===== src/rtl/irq_lp_pkg.sv =====
/*
 Constants, carrier structs and state of the interrupt and low-power block.
 Assumes one 200 MHz core clock; a machine cycle is 12 core clocks.
*/
package irq_lp_pkg;

    localparam int AXI_ADDR_W = 8;

    localparam logic [7:0] OFS_IRQ_ENABLE  = 8'h00;
    localparam logic [7:0] OFS_TIMER2_CTRL = 8'h04;
    localparam logic [7:0] OFS_POWER_CTRL  = 8'h08;
    localparam logic [7:0] OFS_STATUS      = 8'h0C;

    localparam logic [1:0] RESP_OKAY   = 2'h0;
    localparam logic [1:0] RESP_SLVERR = 2'h2;

    localparam int BIT_GLOBAL_IRQ_ENABLE = 7;
    localparam int BIT_TIMER2_IRQ_ENABLE = 5;
    localparam int BIT_SERIAL_IRQ_ENABLE = 4;
    localparam int BIT_TIMER1_IRQ_ENABLE = 3;
    localparam int BIT_EXT1_IRQ_ENABLE   = 2;
    localparam int BIT_TIMER0_IRQ_ENABLE = 1;
    localparam int BIT_EXT0_IRQ_ENABLE   = 0;
    localparam logic [7:0] IRQ_ENABLE_RESET = 8'h00;
    localparam logic [7:0] IRQ_ENABLE_MASK  = 8'hBF;

    localparam int BIT_T2_OVERFLOW_FLAG = 7;
    localparam int BIT_T2_EXTERNAL_FLAG = 6;
    localparam int BIT_T2_EXTERNAL_EN   = 3;

    localparam int BIT_PWR_IDLE  = 0;
    localparam int BIT_PWR_PDOWN = 1;

    localparam int NUM_SOURCES = 6;
    // Vector index equals the enable bit position of the source
    localparam logic [2:0] VEC_EXT0   = 3'h0;
    localparam logic [2:0] VEC_TIMER0 = 3'h1;
    localparam logic [2:0] VEC_EXT1   = 3'h2;
    localparam logic [2:0] VEC_TIMER1 = 3'h3;
    localparam logic [2:0] VEC_SERIAL = 3'h4;
    localparam logic [2:0] VEC_TIMER2 = 3'h5;

    // Tick = (state - 1) * 2 + (phase - 1), twelve ticks per machine cycle
    localparam logic [3:0] TICK_STATE2_PHASE2 = 4'h3;
    localparam logic [3:0] TICK_STATE5_PHASE2 = 4'h9;
    localparam logic [3:0] TICK_LAST          = 4'hB;
    localparam logic [1:0] IDLE_RESET_CYCLES  = 2'h2;

    typedef enum logic [1:0] {
        MODE_RUN        = 2'b00,
        MODE_IDLE       = 2'b01,
        MODE_PDOWN      = 2'b10,
        MODE_RESET_WAIT = 2'b11
    } mode_t;

    typedef struct packed {
        logic                  awvalid;
        logic [AXI_ADDR_W-1:0] awaddr;
        logic                  wvalid;
        logic [31:0]           wdata;
        logic [3:0]            wstrb;
        logic                  bready;
        logic                  arvalid;
        logic [AXI_ADDR_W-1:0] araddr;
        logic                  rready;
    } axil_req_t;

    typedef struct packed {
        logic        awready;
        logic        wready;
        logic        bvalid;
        logic [1:0]  bresp;
        logic        arready;
        logic        rvalid;
        logic [31:0] rdata;
        logic [1:0]  rresp;
    } axil_rsp_t;

    typedef struct packed {
        logic [3:0]            tick;
        mode_t                 mode;
        logic [1:0]            rst_cnt;
        logic                  int_reset;
        logic [7:0]            ie;
        logic                  tf0;
        logic                  tf1;
        logic                  tf2;
        logic                  timer2_external_flag;
        logic                  exen;
        logic                  pend_t0;
        logic                  pend_t1;
        logic                  pend_t2;
        logic                  trig_prev;
        logic [5:0]            poll;
        logic                  irq_req;
        logic [2:0]            irq_vec;
        logic                  ale;
        logic                  pss;
        logic                  p0_float;
        logic                  p2_addr;
        logic                  aw_held;
        logic [AXI_ADDR_W-1:0] aw_addr;
        logic                  w_held;
        logic [7:0]            w_data;
        logic                  w_strb0;
        logic                  bvalid;
        logic [1:0]            bresp;
        logic                  rvalid;
        logic [7:0]            rdata;
        logic [1:0]            rresp;
    } state_t;

    localparam state_t STATE_RESET = '0;

endpackage


===== src/rtl/irq_lp_ctrl.sv =====
/*
 Interrupt enable, request sampling and idle / power-down control,
 with an AXI4-Lite register slave.
 Assumes timer pulses and the serial request come from logic on i_core_clk;
 pins and the reset pin are asynchronous and are synchronised here.
*/
`timescale 1ns/100ps
module irq_lp_ctrl (
    input  wire logic                  i_core_clk,
    input  wire logic                  i_rst_n,
    input  wire irq_lp_pkg::axil_req_t i_axil,
    output irq_lp_pkg::axil_rsp_t      o_axil,
    input  wire logic                  i_external_request_0_n,
    input  wire logic                  i_external_request_1_n,
    input  wire logic                  i_timer0_overflow,
    input  wire logic                  i_timer1_overflow,
    input  wire logic                  i_timer2_rollover,
    input  wire logic                  i_timer2_trigger_pin,
    input  wire logic                  i_serial_irq,
    input  wire logic                  i_reset_pin,
    input  wire logic                  i_vector_ack,
    input  wire logic [2:0]            i_vector_id,
    input  wire logic                  i_ext_program_mem,
    input  wire logic                  i_core_ale,
    input  wire logic                  i_core_program_store_strobe,
    output logic                       o_irq_request,
    output logic      [2:0]            o_irq_vector_id,
    output logic                       o_cpu_halt,
    output logic                       o_osc_stop,
    output logic                       o_internal_reset,
    output logic                       o_ram_write_block,
    output logic                       o_ale,
    output logic                       o_program_store_strobe,
    output logic                       o_port0_float,
    output logic                       o_port2_addr_drive
);
    irq_lp_pkg::state_t q;
    irq_lp_pkg::state_t d;

    logic [1:0] rst_sync_q;
    logic       rst_n;
    logic [3:0] pins_s;
    logic       reset_pin_s;
    logic       at_state5_phase2;
    logic       at_state2_phase2;
    logic       cycle_end;
    logic       trig_fall;
    logic       wr_fire;
    logic       pwr_wr;
    logic [5:0] raw_src;
    logic [5:0] pend_req;

    // Gating by the global bit is folded in here so wake-up and requests agree
    function automatic logic [5:0] enabled_src(input logic [7:0] ie);
        enabled_src = ie[5:0] & {6{ie[irq_lp_pkg::BIT_GLOBAL_IRQ_ENABLE]}};
    endfunction

    // Lowest index wins; order follows the vector table
    function automatic logic [2:0] first_set(input logic [5:0] v);
        first_set = 3'h0;
        for (int i = irq_lp_pkg::NUM_SOURCES - 1; i >= 0; i--) begin
            if (v[i]) begin
                first_set = 3'(i);
            end
        end
    endfunction

    function automatic logic is_mapped(input logic [7:0] a);
        is_mapped = (a == irq_lp_pkg::OFS_IRQ_ENABLE) || (a == irq_lp_pkg::OFS_TIMER2_CTRL)
                 || (a == irq_lp_pkg::OFS_POWER_CTRL) || (a == irq_lp_pkg::OFS_STATUS);
    endfunction

    function automatic logic [7:0] read_reg(input irq_lp_pkg::state_t s, input logic [7:0] a);
        read_reg = 8'h00;
        case (a)
            irq_lp_pkg::OFS_IRQ_ENABLE: begin
                read_reg = s.ie & irq_lp_pkg::IRQ_ENABLE_MASK;
            end
            irq_lp_pkg::OFS_TIMER2_CTRL: begin
                read_reg[irq_lp_pkg::BIT_T2_OVERFLOW_FLAG] = s.tf2;
                read_reg[irq_lp_pkg::BIT_T2_EXTERNAL_FLAG] = s.timer2_external_flag;
                read_reg[irq_lp_pkg::BIT_T2_EXTERNAL_EN]   = s.exen;
            end
            irq_lp_pkg::OFS_POWER_CTRL: begin
                read_reg[irq_lp_pkg::BIT_PWR_IDLE]  = (s.mode == irq_lp_pkg::MODE_IDLE);
                read_reg[irq_lp_pkg::BIT_PWR_PDOWN] = (s.mode == irq_lp_pkg::MODE_PDOWN);
            end
            irq_lp_pkg::OFS_STATUS: begin
                read_reg = {s.irq_req, 1'b0, s.poll};
            end
            default: begin
                read_reg = 8'h00;
            end
        endcase
    endfunction

    always_ff @(posedge i_core_clk or negedge i_rst_n) begin
        if (!i_rst_n) begin
            rst_sync_q <= 2'h0;
        end else begin
            rst_sync_q <= {rst_sync_q[0], 1'b1};
        end
    end
    assign rst_n = rst_sync_q[1];

    sync_2ff #(
        .W (4)
    ) u_pin_sync (
        .i_clk   (i_core_clk),
        .i_rst_n (rst_n),
        .i_async ({i_reset_pin, i_timer2_trigger_pin,
                   i_external_request_1_n, i_external_request_0_n}),
        .o_sync  (pins_s)
    );
    assign reset_pin_s = pins_s[3];

    // Tick counter is the divide-by-two state clock: bit 0 is the phase
    assign at_state5_phase2   = (q.tick == irq_lp_pkg::TICK_STATE5_PHASE2);
    assign at_state2_phase2   = (q.tick == irq_lp_pkg::TICK_STATE2_PHASE2);
    assign cycle_end = (q.tick == irq_lp_pkg::TICK_LAST);
    assign trig_fall = q.trig_prev & ~pins_s[2];

    // External requests are level sensitive, active low
    assign raw_src = {q.tf2 | q.timer2_external_flag, i_serial_irq, q.tf1, ~pins_s[1], q.tf0, ~pins_s[0]};
    assign pend_req = q.poll & enabled_src(q.ie);

    assign wr_fire = q.aw_held & q.w_held & ~q.bvalid;
    assign pwr_wr  = wr_fire & q.w_strb0 & (q.aw_addr == irq_lp_pkg::OFS_POWER_CTRL);

    always_comb begin
        d = q;

        // Oscillator is frozen in power-down, so no state time advances
        if (q.mode != irq_lp_pkg::MODE_PDOWN) begin
            d.tick = cycle_end ? 4'h0 : q.tick + 4'h1;
        end

        // Vectoring clears only timer 0/1 flags; timer 2 flags stay for software
        if (i_vector_ack && i_vector_id == irq_lp_pkg::VEC_TIMER0) begin
            d.tf0 = 1'b0;
        end
        if (i_vector_ack && i_vector_id == irq_lp_pkg::VEC_TIMER1) begin
            d.tf1 = 1'b0;
        end

        // Register slave: address and data are taken independently
        if (i_axil.awvalid && !q.aw_held) begin
            d.aw_held = 1'b1;
            d.aw_addr = i_axil.awaddr;
        end
        if (i_axil.wvalid && !q.w_held) begin
            d.w_held  = 1'b1;
            d.w_data  = i_axil.wdata[7:0];
            d.w_strb0 = i_axil.wstrb[0];
        end
        if (q.bvalid && i_axil.bready) begin
            d.bvalid = 1'b0;
        end
        if (wr_fire) begin
            d.aw_held = 1'b0;
            d.w_held  = 1'b0;
            d.bvalid  = 1'b1;
            d.bresp   = is_mapped(q.aw_addr) ? irq_lp_pkg::RESP_OKAY : irq_lp_pkg::RESP_SLVERR;
            if (q.w_strb0 && q.aw_addr == irq_lp_pkg::OFS_IRQ_ENABLE) begin
                // Reserved bit is dropped so it always reads zero
                d.ie = q.w_data & irq_lp_pkg::IRQ_ENABLE_MASK;
            end
            if (q.w_strb0 && q.aw_addr == irq_lp_pkg::OFS_TIMER2_CTRL) begin
                d.tf2  = q.w_data[irq_lp_pkg::BIT_T2_OVERFLOW_FLAG];
                d.timer2_external_flag = q.w_data[irq_lp_pkg::BIT_T2_EXTERNAL_FLAG];
                d.exen = q.w_data[irq_lp_pkg::BIT_T2_EXTERNAL_EN];
            end
        end
        if (q.rvalid && i_axil.rready) begin
            d.rvalid = 1'b0;
        end
        if (i_axil.arvalid && !q.rvalid) begin
            d.rvalid = 1'b1;
            d.rdata  = read_reg(q, i_axil.araddr);
            d.rresp  = is_mapped(i_axil.araddr) ? irq_lp_pkg::RESP_OKAY : irq_lp_pkg::RESP_SLVERR;
        end

        // Hardware sets come after software clears, so a coincident event wins
        d.pend_t0 = q.pend_t0 | i_timer0_overflow;
        d.pend_t1 = q.pend_t1 | i_timer1_overflow;
        d.pend_t2 = q.pend_t2 | i_timer2_rollover;
        if (at_state5_phase2) begin
            d.tf0     = d.tf0 | d.pend_t0;
            d.tf1     = d.tf1 | d.pend_t1;
            d.pend_t0 = 1'b0;
            d.pend_t1 = 1'b0;
        end
        if (at_state2_phase2) begin
            d.tf2     = d.tf2 | d.pend_t2;
            d.pend_t2 = 1'b0;
        end
        if (trig_fall && q.exen) begin
            d.timer2_external_flag = 1'b1;
        end
        d.trig_prev = pins_s[2];

        // Poll sees the old flags: timer 0/1 set here show next cycle,
        // timer 2 set at state 2 shows in this one
        if (at_state5_phase2) begin
            d.poll = raw_src;
        end

        d.irq_req = (|pend_req) && (q.mode == irq_lp_pkg::MODE_RUN);
        d.irq_vec = first_set(pend_req);

        case (q.mode)
            irq_lp_pkg::MODE_RUN: begin
                if (reset_pin_s) begin
                    d.int_reset = 1'b1;
                end else if (pwr_wr && q.w_data[irq_lp_pkg::BIT_PWR_PDOWN]) begin
                    d.mode = irq_lp_pkg::MODE_PDOWN;
                end else if (pwr_wr && q.w_data[irq_lp_pkg::BIT_PWR_IDLE]) begin
                    d.mode = irq_lp_pkg::MODE_IDLE;
                end
            end
            irq_lp_pkg::MODE_IDLE: begin
                if (reset_pin_s) begin
                    d.mode    = irq_lp_pkg::MODE_RESET_WAIT;
                    d.rst_cnt = 2'h0;
                end else if (|pend_req) begin
                    d.mode = irq_lp_pkg::MODE_RUN;
                end
            end
            irq_lp_pkg::MODE_RESET_WAIT: begin
                // CPU runs on for two machine cycles before the reset lands
                if (cycle_end) begin
                    if (q.rst_cnt == irq_lp_pkg::IDLE_RESET_CYCLES - 2'h1) begin
                        d.int_reset = 1'b1;
                    end else begin
                        d.rst_cnt = q.rst_cnt + 2'h1;
                    end
                end
            end
            irq_lp_pkg::MODE_PDOWN: begin
                // Only the reset pin leaves power-down; settling is the board's job
                if (reset_pin_s) begin
                    d.int_reset = 1'b1;
                end
            end
            default: begin
                d.mode = irq_lp_pkg::MODE_RUN;
            end
        endcase

        // Internal reset reinitialises registers; RAM is outside and untouched
        if (q.int_reset) begin
            d.int_reset = reset_pin_s;
            d.mode      = irq_lp_pkg::MODE_RUN;
            d.rst_cnt   = 2'h0;
            d.ie        = irq_lp_pkg::IRQ_ENABLE_RESET;
            d.tf0       = 1'b0;
            d.tf1       = 1'b0;
            d.tf2       = 1'b0;
            d.timer2_external_flag      = 1'b0;
            d.exen      = 1'b0;
            d.pend_t0   = 1'b0;
            d.pend_t1   = 1'b0;
            d.pend_t2   = 1'b0;
            d.poll      = 6'h00;
            d.irq_req   = 1'b0;
        end

        // Strobes and port modes follow the next mode
        case (d.mode)
            irq_lp_pkg::MODE_IDLE: begin
                d.ale = 1'b1;
                d.pss = 1'b1;
            end
            irq_lp_pkg::MODE_PDOWN: begin
                d.ale = 1'b0;
                d.pss = 1'b0;
            end
            default: begin
                d.ale = i_core_ale;
                d.pss = i_core_program_store_strobe;
            end
        endcase
        d.p0_float = i_ext_program_mem && (d.mode == irq_lp_pkg::MODE_IDLE
                                        || d.mode == irq_lp_pkg::MODE_PDOWN);
        d.p2_addr  = i_ext_program_mem && (d.mode == irq_lp_pkg::MODE_IDLE);
    end

    always_ff @(posedge i_core_clk or negedge rst_n) begin
        if (!rst_n) begin
            q <= irq_lp_pkg::STATE_RESET;
        end else begin
            q <= d;
        end
    end

    always_comb begin
        o_axil         = '0;
        o_axil.awready = ~q.aw_held;
        o_axil.wready  = ~q.w_held;
        o_axil.bvalid  = q.bvalid;
        o_axil.bresp   = q.bresp;
        o_axil.arready = ~q.rvalid;
        o_axil.rvalid  = q.rvalid;
        o_axil.rdata   = {24'h0, q.rdata};
        o_axil.rresp   = q.rresp;
    end

    assign o_irq_request = q.irq_req;
    assign o_irq_vector_id = q.irq_vec;
    // Halt covers idle and power-down; the reset wait lets the CPU run
    assign o_cpu_halt = (q.mode == irq_lp_pkg::MODE_IDLE)
                     || (q.mode == irq_lp_pkg::MODE_PDOWN);
    assign o_osc_stop = (q.mode == irq_lp_pkg::MODE_PDOWN);
    assign o_internal_reset = q.int_reset;
    // Port writes are deliberately not blocked during the reset wait
    assign o_ram_write_block = (q.mode == irq_lp_pkg::MODE_RESET_WAIT);
    assign o_ale = q.ale;
    assign o_program_store_strobe = q.pss;
    assign o_port0_float = q.p0_float;
    assign o_port2_addr_drive = q.p2_addr;
endmodule


===== src/rtl/sync_2ff.sv =====
/*
 Two flip-flop synchroniser for a group of asynchronous levels.
 Assumes the reset given is already released in the destination clock domain.
*/
`timescale 1ns/100ps
module sync_2ff #(
    parameter int W = 1
) (
    input  wire logic         i_clk,
    input  wire logic         i_rst_n,
    input  wire logic [W-1:0] i_async,
    output logic      [W-1:0] o_sync
);
    logic [2*W-1:0] chain_q;
    logic [2*W-1:0] chain_d;

    // Only the second stage is visible outside
    always_comb begin
        chain_d = {chain_q[W-1:0], i_async};
    end

    always_ff @(posedge i_clk or negedge i_rst_n) begin
        if (!i_rst_n) begin
            chain_q <= '0;
        end else begin
            chain_q <= chain_d;
        end
    end

    assign o_sync = chain_q[2*W-1:W];
endmodule


===== config.mk =====
export PLATFORM = sky130hd
export DESIGN_NAME = irq_lp_ctrl
export DESIGN_NICKNAME = d
export VERILOG_FILES = /design/src/rtl/irq_lp_pkg.sv /design/src/rtl/irq_lp_ctrl.sv /design/src/rtl/sync_2ff.sv
export SDC_FILE = /design/constraint.sdc
export NUM_CORES = 1
export LEC_CHECK = 0
export ABC_AREA = 1
export BUFFER_PORTS_ARGS = -buffer_cell sky130_fd_sc_hd__buf_2
export CORE_MARGIN = 5
export CORE_UTILIZATION = 30
export CTS_CLUSTER_DIAMETER = 30
export DETAILED_ROUTE_END_ITERATION = 8
export PLACE_DENSITY = 0.52
export SLEW_MARGIN = 20
export SYNTH_ARGS = -nofsm -noshare
export SYNTH_HDL_FRONTEND = slang
export SYNTH_HIERARCHICAL = 1
export SYNTH_SLANG_ARGS = --single-unit

===== constraint.sdc =====
create_clock -name i_core_clk -period 2.8 [get_ports i_core_clk]
set_clock_uncertainty 0.15 [all_clocks]
set_input_delay 0.42 -clock i_core_clk [delete_from_list [all_inputs] [get_ports i_core_clk]]
set_output_delay 0.42 -clock i_core_clk [all_outputs]
set_load 0.03 [all_outputs]

# After elaboration in Yosys (flattened, before gate mapping)
# Cells that the tools add are included.
[classes]
n_mux = 50
bitwise_logic = 21
reduce_logical = 47
addsub = 2
n_eq_ne = 22
[ops]
columns = ["operator", "n"]
rows = [
  ["equality test 8 x 4 -> 1 bit (second input constant)", 4],
  ["two-way mux 3 bit", 10],
  ["two-way mux 2 bit", 11],
  ["two-way mux 21 bit", 1],
  ["equality test 8 x 3 -> 1 bit (second input constant)", 2],
  ["zero test 8 bit", 2],
  ["two-way mux 8 bit", 2],
  ["case mux 2 bit (2 select lines)", 4],
  ["nonzero test 2 bit", 8],
  ["logical AND 1 bit", 15],
  ["AND 6 bit", 2],
  ["case mux 2 bit (3 select lines)", 2],
  ["two-way mux 1 bit", 11],
  ["two-way mux 11 bit", 1],
  ["two-way mux 10 bit", 1],
  ["two-way mux 9 bit", 1],
  ["nonzero test 3 bit", 3],
  ["equality test 4 bit (second input constant)", 2],
  ["logical OR 1 bit", 8],
  ["AND reduction 2 bit", 4],
  ["two-way mux 7 bit", 1],
  ["NOT 1 bit", 7],
  ["bitwise OR 1 bit", 7],
  ["equality test 2 x 1 -> 1 bit (second input constant)", 3],
  ["other kinds (20)", 30],
]
[word_totals]
output_inout_bits = 53
ff_bits = 83

# Logic depth before layout (Yosys ltp)
[depth]
depth_word = 13
depth_mapped = 15
ltp_nobuf = 14

# Cells and area by module
# The synthesis kept the hierarchy.
[modules_own_cells]
columns = ["mod", "area_each_um2", "cells_per_inst", "instances", "seq_area_each_um2"]
rows = [
  ["irq_lp_ctrl", 3643.5, 406, 1, 1801.7],
  ["sync_2ff", 230.2, 12, 1, 200.2],
]

# Least setup slack after synthesis
# OpenSTA, ideal clock, no wires.
[synth_timing]
kind = "reg-to-reg"
start = "register q[67] in the netlist's numbering"
end = "register q, in the netlist o_ale"
setup_time_ps = 118
synth_period_minus_slack_ps = 1869
stages_incl_launch_ff = 11
arrival_time_ps = 1601
slack_ps = 931
path_buffers = 0
required_time_ps = 2532
path_cell_list = "dfrtp_1 > inv_1 > ha_1 > o21ai_0 > nand2_2 > nand2_1 > nand2_1 > ha_1 > inv_1 > nand2_1 > nand2_1"
[synth_rtl]
columns = ["item", "line_no", "rtl"]
rows = [
  ["start, declared", "irq_lp_ctrl.sv:37", "irq_lp_pkg::state_t q;"],
  ["start signal, assigned", "irq_lp_ctrl.sv:290", "q <= irq_lp_pkg::STATE_RESET;"],
]

# Worst setup path after layout
[layout_timing]
start = "register q[67] in the netlist's numbering"
end = "output port o_osc_stop"
[layout_between]
elab_chain_len = 1
[layout_rtl]
columns = ["item", "line_no", "rtl"]
rows = [
  ["equality test 2 bit", "irq_lp_ctrl.sv:313", "assign o_osc_stop = (q.mode == irq_lp_pkg::MODE_PDOWN);"],
  ["end, declared", "irq_lp_ctrl.sv:29", "output logic o_osc_stop,"],
]
# Every way passes these cells.

==> results.py <==
metrics = {
    "critical_path": {
        "endpoint_kind": "output port",
        "worst_r2r_endpoint": "o_ale",
        "worst_path_largest_cell_delay_ns": 0.45,
        "critical-path-slowest-cell": "sky130_fd_sc_hd__dfrtp_1",
        "path_cells": "inv_1 -> ha_1 -> buf_2",
        "reg2reg_from": "q[67]",
        "setup.worst_path.class": "reg -> out",
        "crit_path_start_kind": "register",
        "kind_of_cell_adding_the_most_delay_to_the_critical_path": "buffers and inverters",
        "cp_max_fo": 7,
        "worst-path-buf-inv": 2,
        "worst_ep_arrival_time_ns": 1.62,
        "crit_required_ns": 2.23,
        "worst-r2r-cell-count": 10,
        "rrSetupSlack_ns": 0.67,
    },
    "final_layout": {
        "num_antenna_cells": 0,
        "drive_above_1_share": 0.255,
        "area.sequential_sq_mm": 0.00201,
        "layout-area-overhead-vs-synth_pct": 16.0,
        "multi_input_area_sq_mm": 0.00142,
        "filler_cell_count": 1315,
        "final-instance-count-excl-fill": 655,
        "num-nets-final": 560,
    },
    "drt": {
        "detail-route-antenna-nets": 0,
        "drt_total_wl_um": 8070,
        "vias": 2818,
        "detailedRoute.firstIterationViolations": 141,
        "route.detailed.wl_per_inst_um": 12.3,
        "dr.pass1.iters": 4,
        "drc": 0,
        "detail_route.vias_per_cell": 4.30,
    },
    "pwr": {
        "power.leakage_uw": 0.00228,
        "p_clk_frac": 0.288,
        "power-per-cell-area_mw_per_mm2": 861,
        "net-switching-power_uw": 1410,
        "power.ir.vdd_worst_v": 0.000508,
        "internal_power_uw": 2450,
        "seqPwrFrac": 0.428,
        "power_frac_comb": 0.283,
        "power_switching_share": 0.366,
    },
    "placement": {
        "dp_hpwl_um": 6200,
        "finalWeightedCongestion": 0.785,
        "pre_cts_slack_ns": 0.692,
        "placed_cells_incl_taps": 637,
        "buffer_ports.inserted": 73,
    },
    "hold_path": {
        "timing.hold.worst.start": "i_reset_pin",
        "hold_depth": 1,
        "min_delay_worst_endpoint": "u_pin_sync/chain_q[3]",
        "min-delay-path-class": "in -> reg",
    },
    "synthesis": {
        "netlist_instances": 418,
        "yosys_warnings": 6,
        "synth-seq-cells": 80,
        "count_of_distinct_cell_types_in_the_synthesized_netlist": 35,
        "ys_seq_area_frac": 0.517,
        "syn-mean-instance-area_sq_um": 9.27,
        "netlist_area_sq_mm": 0.00387,
    },
    "timing": {
        "worst_slew_pin_slew_ns": 0.551,
        "drv_slew": 0,
        "final_worst_path_cycle_share": 0.782,
        "period_needed_ns": 2.19,
        "relSlewSlack": 0.632,
        "clock.fmax_mhz": 457,
        "setup_repair_after_global_routing_missed_its_margin": "false",
        "setup_tns_ns": 0,
        "final-setup-viol-count": 0,
        "finalWorstSetupSlack_ns": 0.611,
        "hold_viol": 0,
    },
    "clock_network": {
        "clock_insertion_delay_worst_skew_ns": 0.33,
        "clk_transition_reported_paths_ns": 0.06,
        "clkSinkCount": 80,
        "root_buf_cell": "sky130_fd_sc_hd__clkbuf_16",
        "cts_buffers": 9,
        "cts_setup_buffers": 0,
        "cts_max_path_buffers": 2,
        "ctsHtreeMaxLevel": 3,
        "tritoncts": "built",
    },
    "run": {
        "maxCapViolations": 0,
    },
    "die": {
        "die_area_sq_mm": 0.0153,
        "fp.dieW_um": 124,
        "dieHeight_um": 124,
        "start_util": 0.307,
        "num_io_pins": 127,
        "core_region_area_sq_mm": 0.0126,
        "fp-row-count": 41,
    },
    "global_route": {
        "grt_use_total": 0.110,
        "largest_net_degree_at_the_start_of_global_routing": 79,
        "grt_antenna_before_repair": 0,
        "wire_length_of_the_first_global_routing_pass_um": 13200,
        "grt_pass1_vias": 2731,
        "grt.overflow.total": 0,
    },
    "outcome": {
        "outcome": "finished, final reports clean",
    },
}
==> routing by layer <==
layer / GRT usage / wire length [um] / part of all wire / up-vias
met5: 0 / 0 / 0 / -
met4: 0.0311 / 73 / 0.0091 / 0
met1: 0.147 / 3750 / 0.46 / 1307
met3: 0.0386 / 647 / 0.080 / 6
met2: 0.170 / 3600 / 0.45 / 86
li1: - / - / - / 1419
==> cells in the final DEF, fill, tap and decap left out, types with 3 or more instances in the layout <==
cell type and n:
sky130_fd_sc_hd__a21oi_1 9, sky130_fd_sc_hd__a31oi_1 6, sky130_fd_sc_hd__buf_2 73, sky130_fd_sc_hd__clkbuf_16 9, sky130_fd_sc_hd__conb_1 27, sky130_fd_sc_hd__dfrtp_1 79, sky130_fd_sc_hd__ha_1 8, sky130_fd_sc_hd__inv_1 39
sky130_fd_sc_hd__inv_6 5, sky130_fd_sc_hd__mux2_2 13, sky130_fd_sc_hd__nand2_1 73, sky130_fd_sc_hd__nand2_2 3, sky130_fd_sc_hd__nand3_1 39, sky130_fd_sc_hd__nand3_2 3, sky130_fd_sc_hd__nand4_1 4, sky130_fd_sc_hd__nor2_1 35
sky130_fd_sc_hd__nor2_2 5, sky130_fd_sc_hd__nor3_1 5, sky130_fd_sc_hd__o21ai_0 22
==> through the flow <==
stage	total power (uW)	utilization	instance area, sq um	hold WS, ns
after floorplan	2540	-	3970	-0.0256
after global placement	2760	0.331	4180	0.0557
after detailed placement	2790	0.331	4180	0.0589
after CTS	3930	0.354	4470	0.0269
after global routing	4120	0.356	4490	0.0225
final	3870	0.356	4490	0.0396
==> cells by family after synthesis <==
group	synth area share
simple gates	0.196
buf+inv	0.141
flops	0.517
compound gates	0.0798
mux	0.0378
fa+ha+maj	0.0258
other cells	0.00194
==> power by group through the flow <==
stage          Sequential (uW)  Clock (uW)  Combinational (uW)
2_1_floorplan             1660           0                 872
3_3_place_gp              1680           0                1080
3_5_place_dp              1690           0                1100
4_1_cts                   1670        1160                1100
5_1_grt                   1700        1200                1230
6_report                  1660        1120                1090
==> Yosys cell counts, drive strengths merged <==
cell type | n | area, sq um
inv | 41 | 154
nand4 | 4 | 25.0
o211ai | 1 | 7.51
a21oi | 10 | 53.8
nor4 | 1 | 6.26
a32oi | 1 | 8.76
o21ai | 23 | 119
nand2 | 76 | 293
o31ai | 3 | 36.3
clkinv | 1 | 3.75
a21boi | 1 | 7.51
ha | 8 | 100
nand3b | 1 | 7.51
mux2 | 13 | 146
nor2 | 40 | 163
o32ai | 2 | 17.5
buf | 51 | 383
o22ai | 2 | 12.5
dfrtp | 80 | 2000
conb | 2 | 7.51
a31oi | 6 | 37.5
nor3 | 6 | 41.3
a31o | 1 | 8.76
clkbuf | 2 | 7.51
nand3 | 42 | 225
==> worst max-delay path by stage <==
stage	depth (start not counted)	slack [ns]	from	endpoint
after floorplan	0	0.26	rst_sync_q[1]	o_ale
after global placement	11	0.71	q[68]	o_ale
after detailed placement	11	0.69	q[68]	o_ale
after CTS	3	0.61	q[67]	o_osc_stop
after global routing	13	0.46	q[31]	o_program_store_strobe
final	3	0.61	q[67]	o_osc_stop
==> sequential cells by signal (all words and copies together), names as in the netlist <==
register	cells
q	49
o_axil	12
u_pin_sync/chain_q	8
o_irq_vector_id	3
rst_sync_q	2
o_ale	1
o_internal_reset	1
o_irq_request	1
o_port0_float	1
o_port2_addr_drive	1
o_program_store_strobe	1
==> repair_timing <==
action	in CTS	in global routing
hold endpoints to repair	2	0
setup endpoints to repair	0	0
gates resized for setup	0	0
hold buffers	1	0
==> area by class of cell <==
type	count	share of cell area
clock buffer	9	0.0501
clock inverter	7	0.0134
inverter	42	0.0351
multi-input combinational	268	0.316
sequential	80	0.447
tap	172	0.0479
timing repair buffer	77	0.0914
Note: power is estimated with default switching activity, not from simulation.
